--- config.mk ---
export PLATFORM = sky130hd
export DESIGN_NAME = lds_status
export DESIGN_NICKNAME = d
export VERILOG_FILES = /design/src/lds_pkg.sv /design/src/lds_status.sv
export VERILOG_INCLUDE_DIRS = /design/src
export SDC_FILE = /design/constraint.sdc
export NUM_CORES = 1
export LEC_CHECK = 0
export ABC_CLOCK_PERIOD_IN_PS = 5300
export CELL_PAD_IN_SITES_DETAIL_PLACEMENT = 1
export CELL_PAD_IN_SITES_GLOBAL_PLACEMENT = 1
export CORE_ASPECT_RATIO = 1.4
export CORE_UTILIZATION = 49
export DETAILED_ROUTE_END_ITERATION = 8
export DONT_BUFFER_PORTS = 1
export PLACE_DENSITY = 0.82
export REMOVE_ABC_BUFFERS = 1
export SLEW_MARGIN = 10
export SYNTH_ARGS = -nofsm -noshare
export SYNTH_HDL_FRONTEND = slang
export SYNTH_SLANG_ARGS = --single-unit
--- constraint.sdc ---
create_clock -name clk -period 5.3 [get_ports clk]
set_input_delay 0.53 -clock clk [delete_from_list [all_inputs] [get_ports clk]]
set_output_delay 0.53 -clock clk [all_outputs]
set_load 0.01 [all_outputs]
--- src/lds_defines.svh ---
// offsets, field positions, reset values and timing counts of the status bank
`ifndef LDS_DEFINES_SVH
`define LDS_DEFINES_SVH

// register offsets
`define LDS_ADDR_COPY_REQ 8'h06
`define LDS_ADDR_HEAD_STAT 8'h35
`define LDS_ADDR_NVTG_STAT 8'h36
`define LDS_ADDR_DIAG_MAIN 8'h37

// field positions
`define LDS_DIAG_SUPPLY_BIT 7
`define LDS_DIAG_FAULT_BIT 4
`define LDS_DIAG_GOOD_BIT 3
`define LDS_HEAD_LIVE_LSB 3
`define LDS_NVTG_REJ_BIT 4
`define LDS_NVTG_DONE_BIT 3
`define LDS_NVTG_RSV_ONE_BIT 6

// reset values
`define LDS_RST_FLAGS 3'h0
`define LDS_RST_RDATA 8'h00

// timing
`define LDS_CLK_KHZ 125000
`define LDS_VGG_START_MS 12
`define LDS_VGG_RUN_MS 1
`define LDS_GATE_HIGH_MS 1
`define LDS_TIMER_W 21
`define LDS_GATE_W 17

`endif

--- src/lds_pkg.sv ---
// types shared by the diagnostic status bank
`include "lds_defines.svh"

package lds_pkg;

  // levels arriving from pins and analog monitors, outside clk's domain
  typedef struct packed {
    logic [2:0] pwm;
    logic [2:0] reached;
    logic [2:0] over_headroom;
    logic [2:0] gate_high;
    logic vgg_at_target;
    logic supply_ok;
  } lds_async_t;

  // register access from the serial interface decoder
  typedef struct packed {
    logic wr;
    logic rd;
    logic [7:0] addr;
    logic [7:0] wdata;
  } lds_bus_t;

  typedef struct packed {
    lds_async_t s1;
    lds_async_t s2;
    lds_async_t s3;
    lds_async_t stable;
    logic started;
    logic fault;
    logic good;
    logic [`LDS_TIMER_W-1:0] ftimer;
    logic [2:0][`LDS_GATE_W-1:0] gh_cnt;
    logic [2:0] live;
    logic [2:0] last;
    logic [2:0] hr_flag;
    logic [2:0] cut;
    logic [2:0] last_over;
    logic [2:0] req;
    logic [2:0] tog;
    logic nv_rej;
    logic nv_done;
    logic [7:0] rdata;
  } lds_state_t;

endpackage

--- src/lds_status.sv ---
// diagnostic status bank of a three-channel led buck driver
// How it works
// - fault after 12 ms start, 1 ms run
// - fault stops gate driver, regulator, good flag
// - fault freezes led voltage measurement updates
// - fault cleared by clear command, off, reset
// - good set at target, cleared uv/fault
// - last-cycle flag updates on pwm fall, copy
// - last-cycle flag cleared by uv, headroom
// - copy request copies live, clears, self-clears
// - copy register bits 2:0, rest zero
// - rejected flag bit 4, write clears
// - done flag bit 3, write clears
// - toggle flags set on change, write clears
// - toggle bits 2:0, bit 6 reads one
// - headroom loss cuts gate, sets flag
// - gate resumes once headroom returns
// - headroom flags sticky until register write
// - cleared while idle may reset from sample
// - live reached set when target reached
// - live reached cleared: fall, uv, copy, stuck
// - live bits 5:3, headroom bits 2:0
// - undervoltage stops drive, keeps fault, freezes
// - main register fault 4, good 3, last 2:0
`timescale 1ns/1ps
`default_nettype none
`include "lds_defines.svh"

module lds_status #(
  parameter int unsigned START_CYC = `LDS_VGG_START_MS * `LDS_CLK_KHZ,
  parameter int unsigned RUN_CYC = `LDS_VGG_RUN_MS * `LDS_CLK_KHZ,
  parameter int unsigned GATE_CYC = `LDS_GATE_HIGH_MS * `LDS_CLK_KHZ
) (
  input wire logic clk,
  input wire logic rst_n,
  input wire logic off_mode,
  input wire lds_pkg::lds_async_t analog_in,
  input wire logic [2:0] chan_on,
  input wire logic clr_errors,
  input wire logic nv_reject,
  input wire logic nv_done,
  input wire lds_pkg::lds_bus_t bus,
  output logic [7:0] rdata,
  output logic gate_drv_en,
  output logic vgg_reg_en,
  output logic [2:0] gate_force_low,
  output logic meas_update_en,
  output logic gate_supply_fault_flag,
  output logic gate_supply_good_flag
);

  lds_pkg::lds_state_t state_r;
  lds_pkg::lds_state_t state_nxt;

  // ---------------------------------------------------------------
  // helpers
  // ---------------------------------------------------------------
  function automatic logic addr_hit(input logic [7:0] a,
                                    input logic [7:0] ref_addr);
    addr_hit = (a == ref_addr);
  endfunction

  function automatic logic [7:0] read_value(input logic [7:0] a,
                                            input lds_pkg::lds_state_t s);
    logic [7:0] v;
    v = 8'h00;
    if (addr_hit(a, `LDS_ADDR_COPY_REQ))
    begin
      v[2:0] = s.req;
    end
    else if (addr_hit(a, `LDS_ADDR_HEAD_STAT))
    begin
      v[`LDS_HEAD_LIVE_LSB +: 3] = s.live;
      v[2:0] = s.hr_flag;
    end
    else if (addr_hit(a, `LDS_ADDR_NVTG_STAT))
    begin
      v[`LDS_NVTG_RSV_ONE_BIT] = 1'b1;
      v[`LDS_NVTG_REJ_BIT] = s.nv_rej;
      v[`LDS_NVTG_DONE_BIT] = s.nv_done;
      v[2:0] = s.tog;
    end
    else if (addr_hit(a, `LDS_ADDR_DIAG_MAIN))
    begin
      // supply status is shown live, it is not a sticky flag
      v[`LDS_DIAG_SUPPLY_BIT] = s.stable.supply_ok;
      v[`LDS_DIAG_FAULT_BIT] = s.fault;
      v[`LDS_DIAG_GOOD_BIT] = s.good;
      v[2:0] = s.last;
    end
    read_value = v;
  endfunction

  // ---------------------------------------------------------------
  // next state
  // ---------------------------------------------------------------
  always_comb
  begin
    lds_pkg::lds_async_t st;
    logic [2:0] pwm_fall;
    logic [2:0] pwm_chg;
    logic uv;
    logic failing;
    logic fault_set;
    logic [`LDS_TIMER_W-1:0] limit;
    logic wr_copy;
    logic wr_head;
    logic wr_nvtg;
    logic mon;
    logic hr_live;
    logic hr_ev;
    logic gh_run;
    logic gh_expire;
    logic copy;
    logic live_clr;
    st = '0;
    pwm_fall = 3'h0;
    pwm_chg = 3'h0;
    uv = 1'b0;
    failing = 1'b0;
    fault_set = 1'b0;
    limit = '0;
    mon = 1'b0;
    hr_live = 1'b0;
    hr_ev = 1'b0;
    gh_run = 1'b0;
    gh_expire = 1'b0;
    copy = 1'b0;
    live_clr = 1'b0;
    wr_copy = 1'b0;
    wr_head = 1'b0;
    wr_nvtg = 1'b0;
    state_nxt = state_r;

    // three-stage sampling; a level counts once stages two and three agree
    state_nxt.s1 = analog_in;
    state_nxt.s2 = state_r.s1;
    state_nxt.s3 = state_r.s2;
    // stages that disagree mean the pin is still moving: keep the old level,
    // so a bouncing pin cannot fake a toggle or an edge
    state_nxt.stable = lds_pkg::lds_async_t'(
      (state_r.s2 & state_r.s3) |
      (state_r.stable & (state_r.s2 ^ state_r.s3)));
    st = state_nxt.stable;
    pwm_fall = state_r.stable.pwm & ~st.pwm;
    pwm_chg = state_r.stable.pwm ^ st.pwm;
    uv = ~st.supply_ok;

    wr_copy = bus.wr & addr_hit(bus.addr, `LDS_ADDR_COPY_REQ);
    wr_head = bus.wr & addr_hit(bus.addr, `LDS_ADDR_HEAD_STAT);
    wr_nvtg = bus.wr & addr_hit(bus.addr, `LDS_ADDR_NVTG_STAT);

    // -------------------------------------------------------------
    // gate-drive supply supervision
    // -------------------------------------------------------------
    // timer only runs while the supply is up; uv clears it, never sets fault
    failing = st.supply_ok & ~st.vgg_at_target & ~state_r.fault;
    limit = state_r.started ? `LDS_TIMER_W'(RUN_CYC - 1)
                            : `LDS_TIMER_W'(START_CYC - 1);
    if (failing)
    begin
      if (state_r.ftimer >= limit)
      begin
        fault_set = 1'b1;
        state_nxt.ftimer = '0;
      end
      else
      begin
        state_nxt.ftimer = state_r.ftimer + `LDS_TIMER_W'(1);
      end
    end
    else
    begin
      state_nxt.ftimer = '0;
    end
    // a new failure in the clearing cycle keeps the flag
    if (fault_set)
    begin
      state_nxt.fault = 1'b1;
    end
    else if (clr_errors)
    begin
      state_nxt.fault = 1'b0;
    end

    if (state_nxt.fault | uv)
    begin
      state_nxt.good = 1'b0;
    end
    else if (st.vgg_at_target)
    begin
      state_nxt.good = 1'b1;
    end
    // once regulated, later dropouts use the short run-time timeout
    if (state_nxt.good)
    begin
      state_nxt.started = 1'b1;
    end

    // -------------------------------------------------------------
    // per channel flags
    // -------------------------------------------------------------
    // channels are independent; the loop unrolls into three copies
    for (int i = 0; i < 3; i++)
    begin
      mon = chan_on[i] & st.supply_ok;
      hr_live = mon & st.over_headroom[i];
      if (mon)
      begin
        state_nxt.last_over[i] = st.over_headroom[i];
      end
      // idle channels fall back on the last monitored sample
      hr_ev = mon ? st.over_headroom[i] : state_r.last_over[i];
      // cut follows the live compare, so switching resumes unaided
      state_nxt.cut[i] = hr_live;
      state_nxt.hr_flag[i] = hr_ev |
        (state_r.hr_flag[i] & ~wr_head);

      // stuck-gate counter runs only while gate and pwm are both high
      gh_run = st.gate_high[i] & st.pwm[i];
      gh_expire = gh_run &
        (state_r.gh_cnt[i] == `LDS_GATE_W'(GATE_CYC - 1));
      if (!gh_run || gh_expire)
      begin
        state_nxt.gh_cnt[i] = '0;
      end
      else
      begin
        state_nxt.gh_cnt[i] = state_r.gh_cnt[i] + `LDS_GATE_W'(1);
      end

      // set wins: a channel still at target stays flagged after a clear
      copy = state_r.req[i];
      live_clr = pwm_fall[i] | uv | copy | gh_expire;
      state_nxt.live[i] = st.reached[i] |
        (state_r.live[i] & ~live_clr);

      if (uv || hr_live)
      begin
        state_nxt.last[i] = 1'b0;
      end
      else if (pwm_fall[i] || copy)
      begin
        state_nxt.last[i] = state_r.live[i] | st.reached[i];
      end

      // request lives one cycle, then drops by itself
      state_nxt.req[i] = wr_copy & bus.wdata[i];

      state_nxt.tog[i] = pwm_chg[i] |
        (state_r.tog[i] & ~wr_nvtg);
    end

    // a result pulse in the clearing write cycle survives the clear
    state_nxt.nv_rej = nv_reject | (state_r.nv_rej & ~wr_nvtg);
    state_nxt.nv_done = nv_done | (state_r.nv_done & ~wr_nvtg);

    // unmapped addresses read zero; a read sees the pre-write state
    if (bus.rd)
    begin
      state_nxt.rdata = read_value(bus.addr, state_r);
    end
  end

  // ---------------------------------------------------------------
  // state register
  // ---------------------------------------------------------------
  // off mode clears everything exactly like a power-on reset
  // synchronous clear keeps the gate outputs free of reset glitches
  always_ff @(posedge clk)
  begin
    if (!rst_n || off_mode)
    begin
      state_r <= '0;
    end
    else
    begin
      state_r <= state_nxt;
    end
  end

  // ---------------------------------------------------------------
  // outputs
  // ---------------------------------------------------------------
  // enables are plain gates of registered state: no extra cycle of
  // delay between a fault and the drive shutting off
  assign rdata = state_r.rdata;
  assign gate_drv_en = ~state_r.fault &
    state_r.stable.supply_ok;
  assign vgg_reg_en = ~state_r.fault &
    state_r.stable.supply_ok;
  assign gate_force_low = state_r.cut |
    {3{~gate_drv_en}};
  assign meas_update_en = state_r.good & ~state_r.fault &
    state_r.stable.supply_ok;
  assign gate_supply_fault_flag = state_r.fault;
  assign gate_supply_good_flag = state_r.good;

endmodule

`default_nettype wire

==> results of run 1 <==
==> registers in the layout, indices dropped and copies added (netlist names) <==
register / flops
state_r: 124
state_nxt: 28
rdata: 8
gate_supply_fault_flag: 1
gate_supply_good_flag: 1
==> stage by stage <==
step	setup WS, ps	hold slack [ps]	utilization	power [mW]
final	2780	228	0.564	2.64
after global routing	2480	217	0.564	2.72
after CTS	2730	221	0.564	2.66
after detailed placement	2770	417	0.512	1.28
after global placement	2860	407	0.512	1.28
after floorplan	2660	406	-	1.27
==> logic make-up (layout without fill, tap and decap cells) <==
group | after synthesis | in the layout
and+or+nand+nor | 326 | 326
DFF | 162 | 162
AOI/OAI and AO/OA | 66 | 66
xor gates and xnor gates | 64 | 64
buffers and inverters | 35 | 41
adders and majority gates | 30 | 30
muxes | 4 | 4
==> area by class of cell <==
cell class / count / area (um^2)
inverter: 8 / 30.0
tap: 178 / 223
multi-input combinational: 490 / 3120
fill: 1444 / 5640
clock inverter: 12 / 224
timing repair buffer: 1 / 7.51
sequential: 162 / 3240
clock buffer: 20 / 447
==> power breakdown <==
part           switching [mW]  total [mW]  internal, mW  leakage, nW
Clock                   0.490        1.39         0.899        0.325
Sequential            0.00279        1.23          1.23         1.31
Combinational          0.0153      0.0255        0.0102         1.08
Total                   0.508        2.64          2.13         2.72
==> cell usage after synthesis (12+ instances only) <==
| cell | count | area share |
|---|---|---|
| nor3_1 | 12 | 0.0092 |
| a21oi_1 | 33 | 0.025 |
| nand3_1 | 43 | 0.033 |
| dfxtp_1 | 162 | 0.49 |
| xnor2_1 | 21 | 0.028 |
| ha_1 | 30 | 0.057 |
| nor2_1 | 108 | 0.062 |
| nand4_1 | 16 | 0.015 |
| and2_1 | 51 | 0.049 |
| and3_1 | 15 | 0.014 |
| xor2_1 | 43 | 0.057 |
| nand2_1 | 27 | 0.015 |
==> worst reg2reg max path, cell delays in order, from the launching register on <==
cell	delay, ps
dfxtp_1	530
ha_1	320
a211o_1	270
a221oi_1	360
nand3_1	640
nor2_1	300
==> final timing paths <==
path	to	slack, ps
max	state_r[83]	2780
min	state_nxt[139]	230
max reg2reg	state_r[83]	2780
min reg2reg	state_nxt[123]	430
==> layout by cell type, fill, tap and decap left out, drive strengths merged, types with 2 or more instances in the layout <==
cell type / instances
clkbuf: 20
and3: 17
nand4: 16
and4: 3
a22oi: 2
a311oi: 3
o21ai: 5
nand3b: 2
o22ai: 2
ha: 30
xor2: 43
or2: 3
mux2: 2
nand2b: 10
xnor2: 21
a211o: 2
or4b: 2
nor2: 108
and2: 51
dfxtp: 162
nor3b: 4
nor2b: 7
a31oi: 2
o211ai: 2
a221oi: 3
a21oi: 33
a21o: 4
nand3: 43
nand4bb: 2
bufinv: 6
nand2: 29
nor4: 10
nor4b: 2
inv: 11
mux2i: 2
nor3: 13
clkinv: 2
a211oi: 3
==> layer usage <==
metal,wire length (um),GRT usage
met1,5620,0.228
met2,8330,0.438
met3,584,0.0610
met4,446,0.0983
met5,0,0
==> flow_summary.yaml, run 1 <==
outcome:
  outcome: "finished, final reports clean"
clock_network:
  cts_tree: "built"
  ctsHoldBuffers: 0
  clk_pin_slew_ps: 60
  cts.sinks: 162
  cts-root-buf: "clkbuf_16"
  cts_setup_buffers: 0
  cts_htree_levels: 4
  clk_latency_ps: 420
  cts_inserted_buffers: 17
  cts_resized: 0
  cts_max_path_buffers: 2
cells_and_area:
  drive_gt1_frac: 0.0707
  area_growth_pct: 11.3
  final_area_um2: 7290
  insertedDiodeCount: 0
  final_cells: 871
  final_net_count: 751
setup_path:
  path_class: "flip-flop to flip-flop"
  cp.arrival_ps: 2850
  cp.depth: 5
  crit_path_start_kind: "flip-flop"
  cpLargestDelayFamily: "simple AND/OR/NAND/NOR gates"
  crit_path_cell_trace: "ha_1 -> a211o_1 -> a221oi_1 -> nand3_1 -> nor2_1"
  endpoint_kind: "flip-flop"
  worst-endpoint-required_ps: 5630
  worst-path-buf-inv: 0
  cp_max_fo: 21
  r2r_start: "state_r[105]"
  crit_start: "state_r[105]"
  slowest_delay_ps: 640
  crit_slowest_cell: "nand3_1"
  reg2reg_depth: 5
place:
  io_buffer_count: 0
  dp_hpwl_um: 10300
  place_area_um2: 6620
  dpl.cell_count: 839
  place_congestion: 0.804
sta:
  skew_ps: 8.94
  worst_pin_slew_ps: 846
  hold_violations: 0
  fmax_mhz: 396
  rsz0062_at_grt: "false"
  maxSlewHeadroom: 0.435
  report.final.slew_viol_count: 0
  post-route-min-period_ps: 2520
  fin_tns_setup_ps: 0
  setup_viol: 0
  period_share: 0.476
synth:
  synth_edf_count: 0
  ys_ff_latch: 162
  yosys.area_share.simple: 0.261
  ys_seq_area_frac: 0.495
  synth_compound_area_frac: 0.0640
  async_flop_share: 0
  avgSynthCellArea_um2: 9.54
  synthDistinctLibCells: 56
  synth_top_family_by_area: "simple AND/OR/NAND/NOR gates"
  synth_mux_area_frac: 0.00649
  postSynthCellCount: 687
  synth_fa_ha_area_frac: 0.0573
  synth-main-ff-cell: "dfxtp_1"
  synth_xor_area_frac: 0.0855
  netlist_area_um2: 6550
  yosysWarnings: 0
floorplanning:
  pin_count: 57
  die_area_um2: 13800
  initial_utilization: 0.507
  die_h_um: 139
  die_x_um: 99.7
  rows: 49
  core_area_um2: 12900
global_routing:
  antenna_found_initial: 0
  grt_usage: 0.230
  grt_overflow: 0
  grt_max_degree: 49
  grt_pass1_vias: 5227
  grt_pass1_wl_um: 24900
routing:
  firstDrtPassIters: 4
  antenna_left: 0
  drcViolationCount: 0
  viasPerCell: 5.52
  wirelength_um: 15000
  first_iter_violations: 119
  wire_per_inst_um: 17.2
  vias: 4811
hold_path:
  hold_path.startpoint: "analog_in[5]"
  hold_depth: 1
  hp-class: "primary input to flip-flop"
power_and_ir_drop:
  p_leak_nw: 2.72
  ir_drop_mv: 0.211
  power_density_nw_per_um2: 362
run:
  max_cap_viol_count: 0
Note: power is estimated with default switching activity, not from simulation.
==> run 2: changes to the inputs <==
--- a/config.mk
+++ b/config.mk
@@ -6,14 +6,14 @@
 export SDC_FILE = /design/constraint.sdc
 export NUM_CORES = 1
 export LEC_CHECK = 0
-export ABC_CLOCK_PERIOD_IN_PS = 5300
+export ABC_CLOCK_PERIOD_IN_PS = 2300
 export CELL_PAD_IN_SITES_DETAIL_PLACEMENT = 1
 export CELL_PAD_IN_SITES_GLOBAL_PLACEMENT = 1
 export CORE_ASPECT_RATIO = 1.4
-export CORE_UTILIZATION = 49
+export CORE_UTILIZATION = 44
 export DETAILED_ROUTE_END_ITERATION = 8
 export DONT_BUFFER_PORTS = 1
-export PLACE_DENSITY = 0.82
+export PLACE_DENSITY = 0.78
 export REMOVE_ABC_BUFFERS = 1
 export SLEW_MARGIN = 10
 export SYNTH_ARGS = -nofsm -noshare
==> constraint.sdc (replaced) <==
create_clock -name clk -period 2.3 [get_ports clk]
set_input_delay 0.23 -clock clk [delete_from_list [all_inputs] [get_ports clk]]
set_output_delay 0.23 -clock clk [all_outputs]
set_load 0.01 [all_outputs]
==> run 2 against run 1 <==
Compared with the run above:
- worst setup slack lost 2600 ps
- flip-flop and latch count is the same
- power grew 110%
- final area grew 2.5%
- sequential share of layout area shrank 1.1 points
- via count grew 0.44%
- critical path depth grew 3
- highest routed layer unchanged
- core utilization shrank 4.9 points
==> flow_summary.yaml, run 2 (synthesized netlist as in run 1, its figures left out) <==
cells_and_area:
  drive_gt1_frac: 0.0750
  final_area_um2: 7470
  largest_register_ffs: 124
  regMostFlops: "state_r"
  area_growth_pct: 14.0
  final_cell_mix: "162 x dfxtp_1, 108 x nor2_1, 51 x and2_1"
  final_net_count: 778
  num-fill-cells: 1615
  postLayoutCoreUtil: 0.515
  final_cells: 910
  final_common_cell: "dfxtp_1"
sta:
  hold_violations: 0
  fin_tns_setup_ps: 0
  skew_ps: 7.99
  worst_pin_slew_ps: 596
  layout_setup_ws_ps: 221
  fmax_mhz: 481
  maxSlewHeadroom: 0.601
  post-route-min-period_ps: 2080
  period_share: 0.904
  setup_viol: 0
  report.final.slew_viol_count: 0
  rsz0062_at_grt: "false"
setup_path:
  slowest_delay_ps: 530
  path_class: "flip-flop to flip-flop"
  worst-endpoint-required_ps: 2610
  timing.rr.end: "state_r[86]"
  reg2reg_slack_ps: 220
  cp.arrival_ps: 2390
  reg2reg_depth: 8
  r2r_start: "state_r[105]"
  crit_path_start_kind: "flip-flop"
  crit_slowest_cell: "dfxtp_1"
  cp_max_fo: 21
  endpoint_kind: "flip-flop"
  crit_path_cell_trace: "inv_1 -> ha_1 -> nand4bb_1 -> nor3_1 -> o41ai_2 -> nand3_1 -> buf_4 -> nor2_1"
global_routing:
  grt_usage: 0.206
  grt_overflow: 0
  grt_max_degree: 34
  grt_pass1_vias: 5245
  grt_pass1_wl_um: 25000
  antenna_found_initial: 1
routing:
  firstDrtPassIters: 4
  vias: 4832
  first_iter_violations: 173
  viasPerCell: 5.31
  wire_per_inst_um: 16.0
  drcViolationCount: 0
  antenna_left: 0
  wirelength_um: 14600
run:
  max_cap_viol_count: 0
clock_network:
  cts-root-buf: "clkbuf_16"
  cts_max_path_buffers: 2
  clk_latency_ps: 420
  cts_inserted_buffers: 17
  cts_htree_levels: 4
  cts.sinks: 162
  clk_pin_slew_ps: 60
  cts_setup_buffers: 0
  cts_tree: "built"
place:
  dpl_worst_slack_ps: 265
  io_buffer_count: 0
  dpl.cell_count: 853
  place_area_um2: 6660
  place_congestion: 0.799
  dp_hpwl_um: 10400
hold_path:
  hold_path.startpoint: "bus[9]"
  hold_depth: 3
  worstHoldEndpoint: "rdata[5]"
  hp-class: "primary input to flip-flop"
floorplanning:
  die_h_um: 146
  initial_utilization: 0.452
  pin_count: 57
  die_area_um2: 15400
  core_area_um2: 14500
  rows: 52
  die_x_um: 105
outcome:
  outcome: "finished, final reports clean"
power_and_ir_drop:
  p_leak_nw: 2.78
  power_density_nw_per_um2: 755
  ir_drop_mv: 0.474
[run 2: changes by cell type in the layout (fill, tap and decap cells not counted)]
cell,change
buf_4,+3
clkinv_4,+2
diode_2,+1
clkbuf_8,-1
clkinvlp_4,+2
inv_6,+2
bufinv_16,-5
dlygate4sd3_1,+24
clkbuf_1,-2
inv_8,+2
[run 2: final cells by class]
cell class / count / area [um^2] / share of cell area
clock buffers: 17 / 425 / 0.0569
flip-flops and latches: 162 / 3240 / 0.434
well taps: 189 / 236 / 0.0316
inverters: 8 / 30.0 / 0.00402
multi-input cells: 490 / 3120 / 0.417
clock inverters: 15 / 146 / 0.0196
diodes: 1 / 2.50 / 0.000335
repair buffers: 28 / 270 / 0.0362
[run 2: repair_timing]
item,in CTS,in global routing
hold buffers,24,0
hold endpoints to repair,29,0
resized for setup,0,0
[run 2: where the power goes]
part           internal (mW)  total, mW  switching [mW]
Clock                   1.52       2.72            1.20
Sequential              2.82       2.83         0.00635
Combinational         0.0507     0.0949          0.0442
[run 2: how the worst max path moves through the flow]
stage / start / to / slack (ps) / cells past startpoint
6_report: state_r[105] / state_r[86] / 220 / 8
5_1_grt: state_r[105] / state_r[89] / 60 / 8
4_1_cts: state_r[105] / state_r[84] / 190 / 8
3_5_place_dp: state_r[105] / gate_supply_fault_flag / 260 / 5
3_3_place_gp: state_r[105] / gate_supply_fault_flag / 300 / 5
2_1_floorplan: rst_n / state_r[100] / -40 / 5
[run 2: critical path, delay by kind of cell, from the launching register on]
kind                       cells  cell delay [ps]
buffers and inverters          2              390
DFF                            1              530
AOI/OAI and AO/OA              1              110
and+or+nand+nor                4              600
adders and majority gates      1              320
[run 2: metrics by stage]
stage / power (mW) / hold slack (ps)
detailed placement: 2.95 / 356
finish: 5.64 / 39.1
global placement: 2.95 / 351
global route: 5.84 / 39.0
floorplan: 2.93 / 347
CTS: 5.71 / 21.9
[run 2: metal layers]
layer	up-vias	track usage	part of all wire
met5	-	0	0
met4	0	0.0923	0.022
met3	22	0.0554	0.037
met2	59	0.386	0.54
met1	2354	0.211	0.40
li1	2397	-	-
==> run 3: changes to the inputs <==
--- a/config.mk
+++ b/config.mk
@@ -13,7 +13,7 @@
 export CORE_UTILIZATION = 44
 export DETAILED_ROUTE_END_ITERATION = 8
 export DONT_BUFFER_PORTS = 1
-export PLACE_DENSITY = 0.78
+export PLACE_DENSITY_LB_ADDON = 0.1
 export REMOVE_ABC_BUFFERS = 1
 export SLEW_MARGIN = 10
 export SYNTH_ARGS = -nofsm -noshare
==> run 3 against run 2 <==
Compared with the run above:
- worst setup slack better by 45 ps
- non-clock buffer count increased by 3
- combinational power grew 3.0%
- clock power grew 12%
- register-to-register slack improved by 80 ps
- critical path type is now flip-flop to primary output
- highest routed layer unchanged
==> flow_summary.yaml, run 3 (synthesized netlist as in run 1, its figures left out) <==
floorplanning:
  die_x_um: 105
  die_h_um: 146
  core_area_um2: 14500
  rows: 52
  initial_utilization: 0.452
  die_area_um2: 15400
  pin_count: 57
setup_path:
  cpLargestDelayFamily: "simple AND/OR/NAND/NOR gates"
  endpoint_kind: "primary output"
  path_class: "flip-flop to primary output"
  crit_path_cell_trace: "nor2b_1 -> and2_1"
  crit_path_start_kind: "flip-flop"
  cp.arrival_ps: 1800
  worst-endpoint-required_ps: 2070
  cp_max_fo: 6
  reg2reg_slack_ps: 300
  worst-path-buf-inv: 0
  crit_slowest_cell: "nor2b_1"
  slowest_delay_ps: 700
outcome:
  outcome: "finished, final reports clean"
cells_and_area:
  drive_gt1_frac: 0.0733
  area_growth_pct: 15.4
  final_net_count: 781
  final_cell_mix: "162 x dfxtp_1, 108 x nor2_1, 51 x and2_1"
  final_area_um2: 7560
  largest_register_ffs: 124
  insertedDiodeCount: 0
  final_common_cell: "dfxtp_1"
  regMostFlops: "state_r"
  postLayoutCoreUtil: 0.521
routing:
  first_iter_violations: 131
  vias: 4743
  drcViolationCount: 0
  firstDrtPassIters: 4
  wire_per_inst_um: 15.8
  wirelength_um: 14400
  viasPerCell: 5.20
  antenna_left: 0
clock_network:
  cts_resized: 0
  cts-root-buf: "clkbuf_16"
  cts_htree_levels: 4
  cts_inserted_buffers: 17
  clk_pin_slew_ps: 60
  cts_setup_buffers: 0
  cts.sinks: 162
  clk_latency_ps: 420
  cts_tree: "built"
  cts_max_path_buffers: 2
  ctsHoldBuffers: 25
place:
  place_congestion: 0.777
  place_area_um2: 6670
  dp_hpwl_um: 10200
  dpl_worst_slack_ps: 294
  io_buffer_count: 0
power_and_ir_drop:
  switching_share: 0.194
  pwr-share-clk: 0.509
  p_sw_mw: 1.16
  p_seq_frac: 0.474
  power.internal_mw: 4.81
  ir_drop_mv: 0.367
  power_density_nw_per_um2: 789
  p_leak_nw: 2.82
  comb_power_share: 0.016
global_routing:
  grt_max_degree: 25
  grt_pass1_wl_um: 24500
  grt_pass1_vias: 5023
  grt_overflow: 0
  antenna_found_initial: 0
  grt_usage: 0.202
sta:
  hold_violations: 0
  layout_setup_ws_ps: 267
  fmax_mhz: 492
  post-route-min-period_ps: 2030
  worst_pin_slew_ps: 853
  rsz0062_at_grt: "false"
  whs_ps: 22.5
  fin_tns_setup_ps: 0
  maxSlewHeadroom: 0.430
  setup_viol: 0
  report.final.slew_viol_count: 0
  period_share: 0.884
  skew_ps: 5.24
run:
  max_cap_viol_count: 0
hold_path:
  hp-class: "primary input to flip-flop"
## run 3: cell count changes in the layout (fill, tap and decap cells not counted), sizes merged, moves of 2 or more
cell | before | now
buf | 4 | 6
bufinv | 1 | 4
clkbuf | 17 | 24
clkinv | 4 | 2
inv | 15 | 8
## run 3: final cells by class
class                      count  area (um^2)
fill                        1623         6950
sequential                   162         3240
multi-input combinational    490         3120
clock buffer                  24          492
timing repair buffer          31          295
tap                          189          236
clock inverter                 8          149
inverter                       8         30.0
## run 3: final timing paths
check,startpoint,to,depth (start not counted)
setup reg to reg,state_r[105],gate_supply_fault_flag,7
hold / removal,bus[16],rdata[1],3
setup / recovery,gate_supply_fault_flag,meas_update_en,2
hold reg to reg,state_nxt[142],state_nxt[128],1
## run 3: stage by stage
| stage | total power, mW | std cells |
|---|---|---|
| 6_report | 5.97 | 912 |
| 5_1_grt | 6.18 | 912 |
| 3_3_place_gp | 2.95 | 855 |
| 4_1_cts | 6.02 | 912 |
| 2_1_floorplan | 2.93 | 660 |
| 3_5_place_dp | 2.95 | 855 |
## run 3: per-layer routing
layer / up-vias / wire length, um / GRT usage
met3: 19 / 429 / 0.0491
met5: - / 0 / 0
met2: 52 / 7700 / 0.369
li1: 2390 / - / -
met4: 0 / 245 / 0.0761
met1: 2282 / 6000 / 0.223
## run 3: worst min-delay path, stage by stage
cell and delay, ps:
nor2_1 40, nand2_1 60, o21ai_0 70
## run 3: power by group through the flow
stage	clock (mW)	combinational (mW)	sequential, mW
3_5_place_dp	0	0.0624	2.89
2_1_floorplan	0	0.0410	2.89
4_1_cts	3.09	0.0996	2.83
6_report	3.04	0.0977	2.83
3_3_place_gp	0	0.0605	2.89
5_1_grt	3.24	0.108	2.83
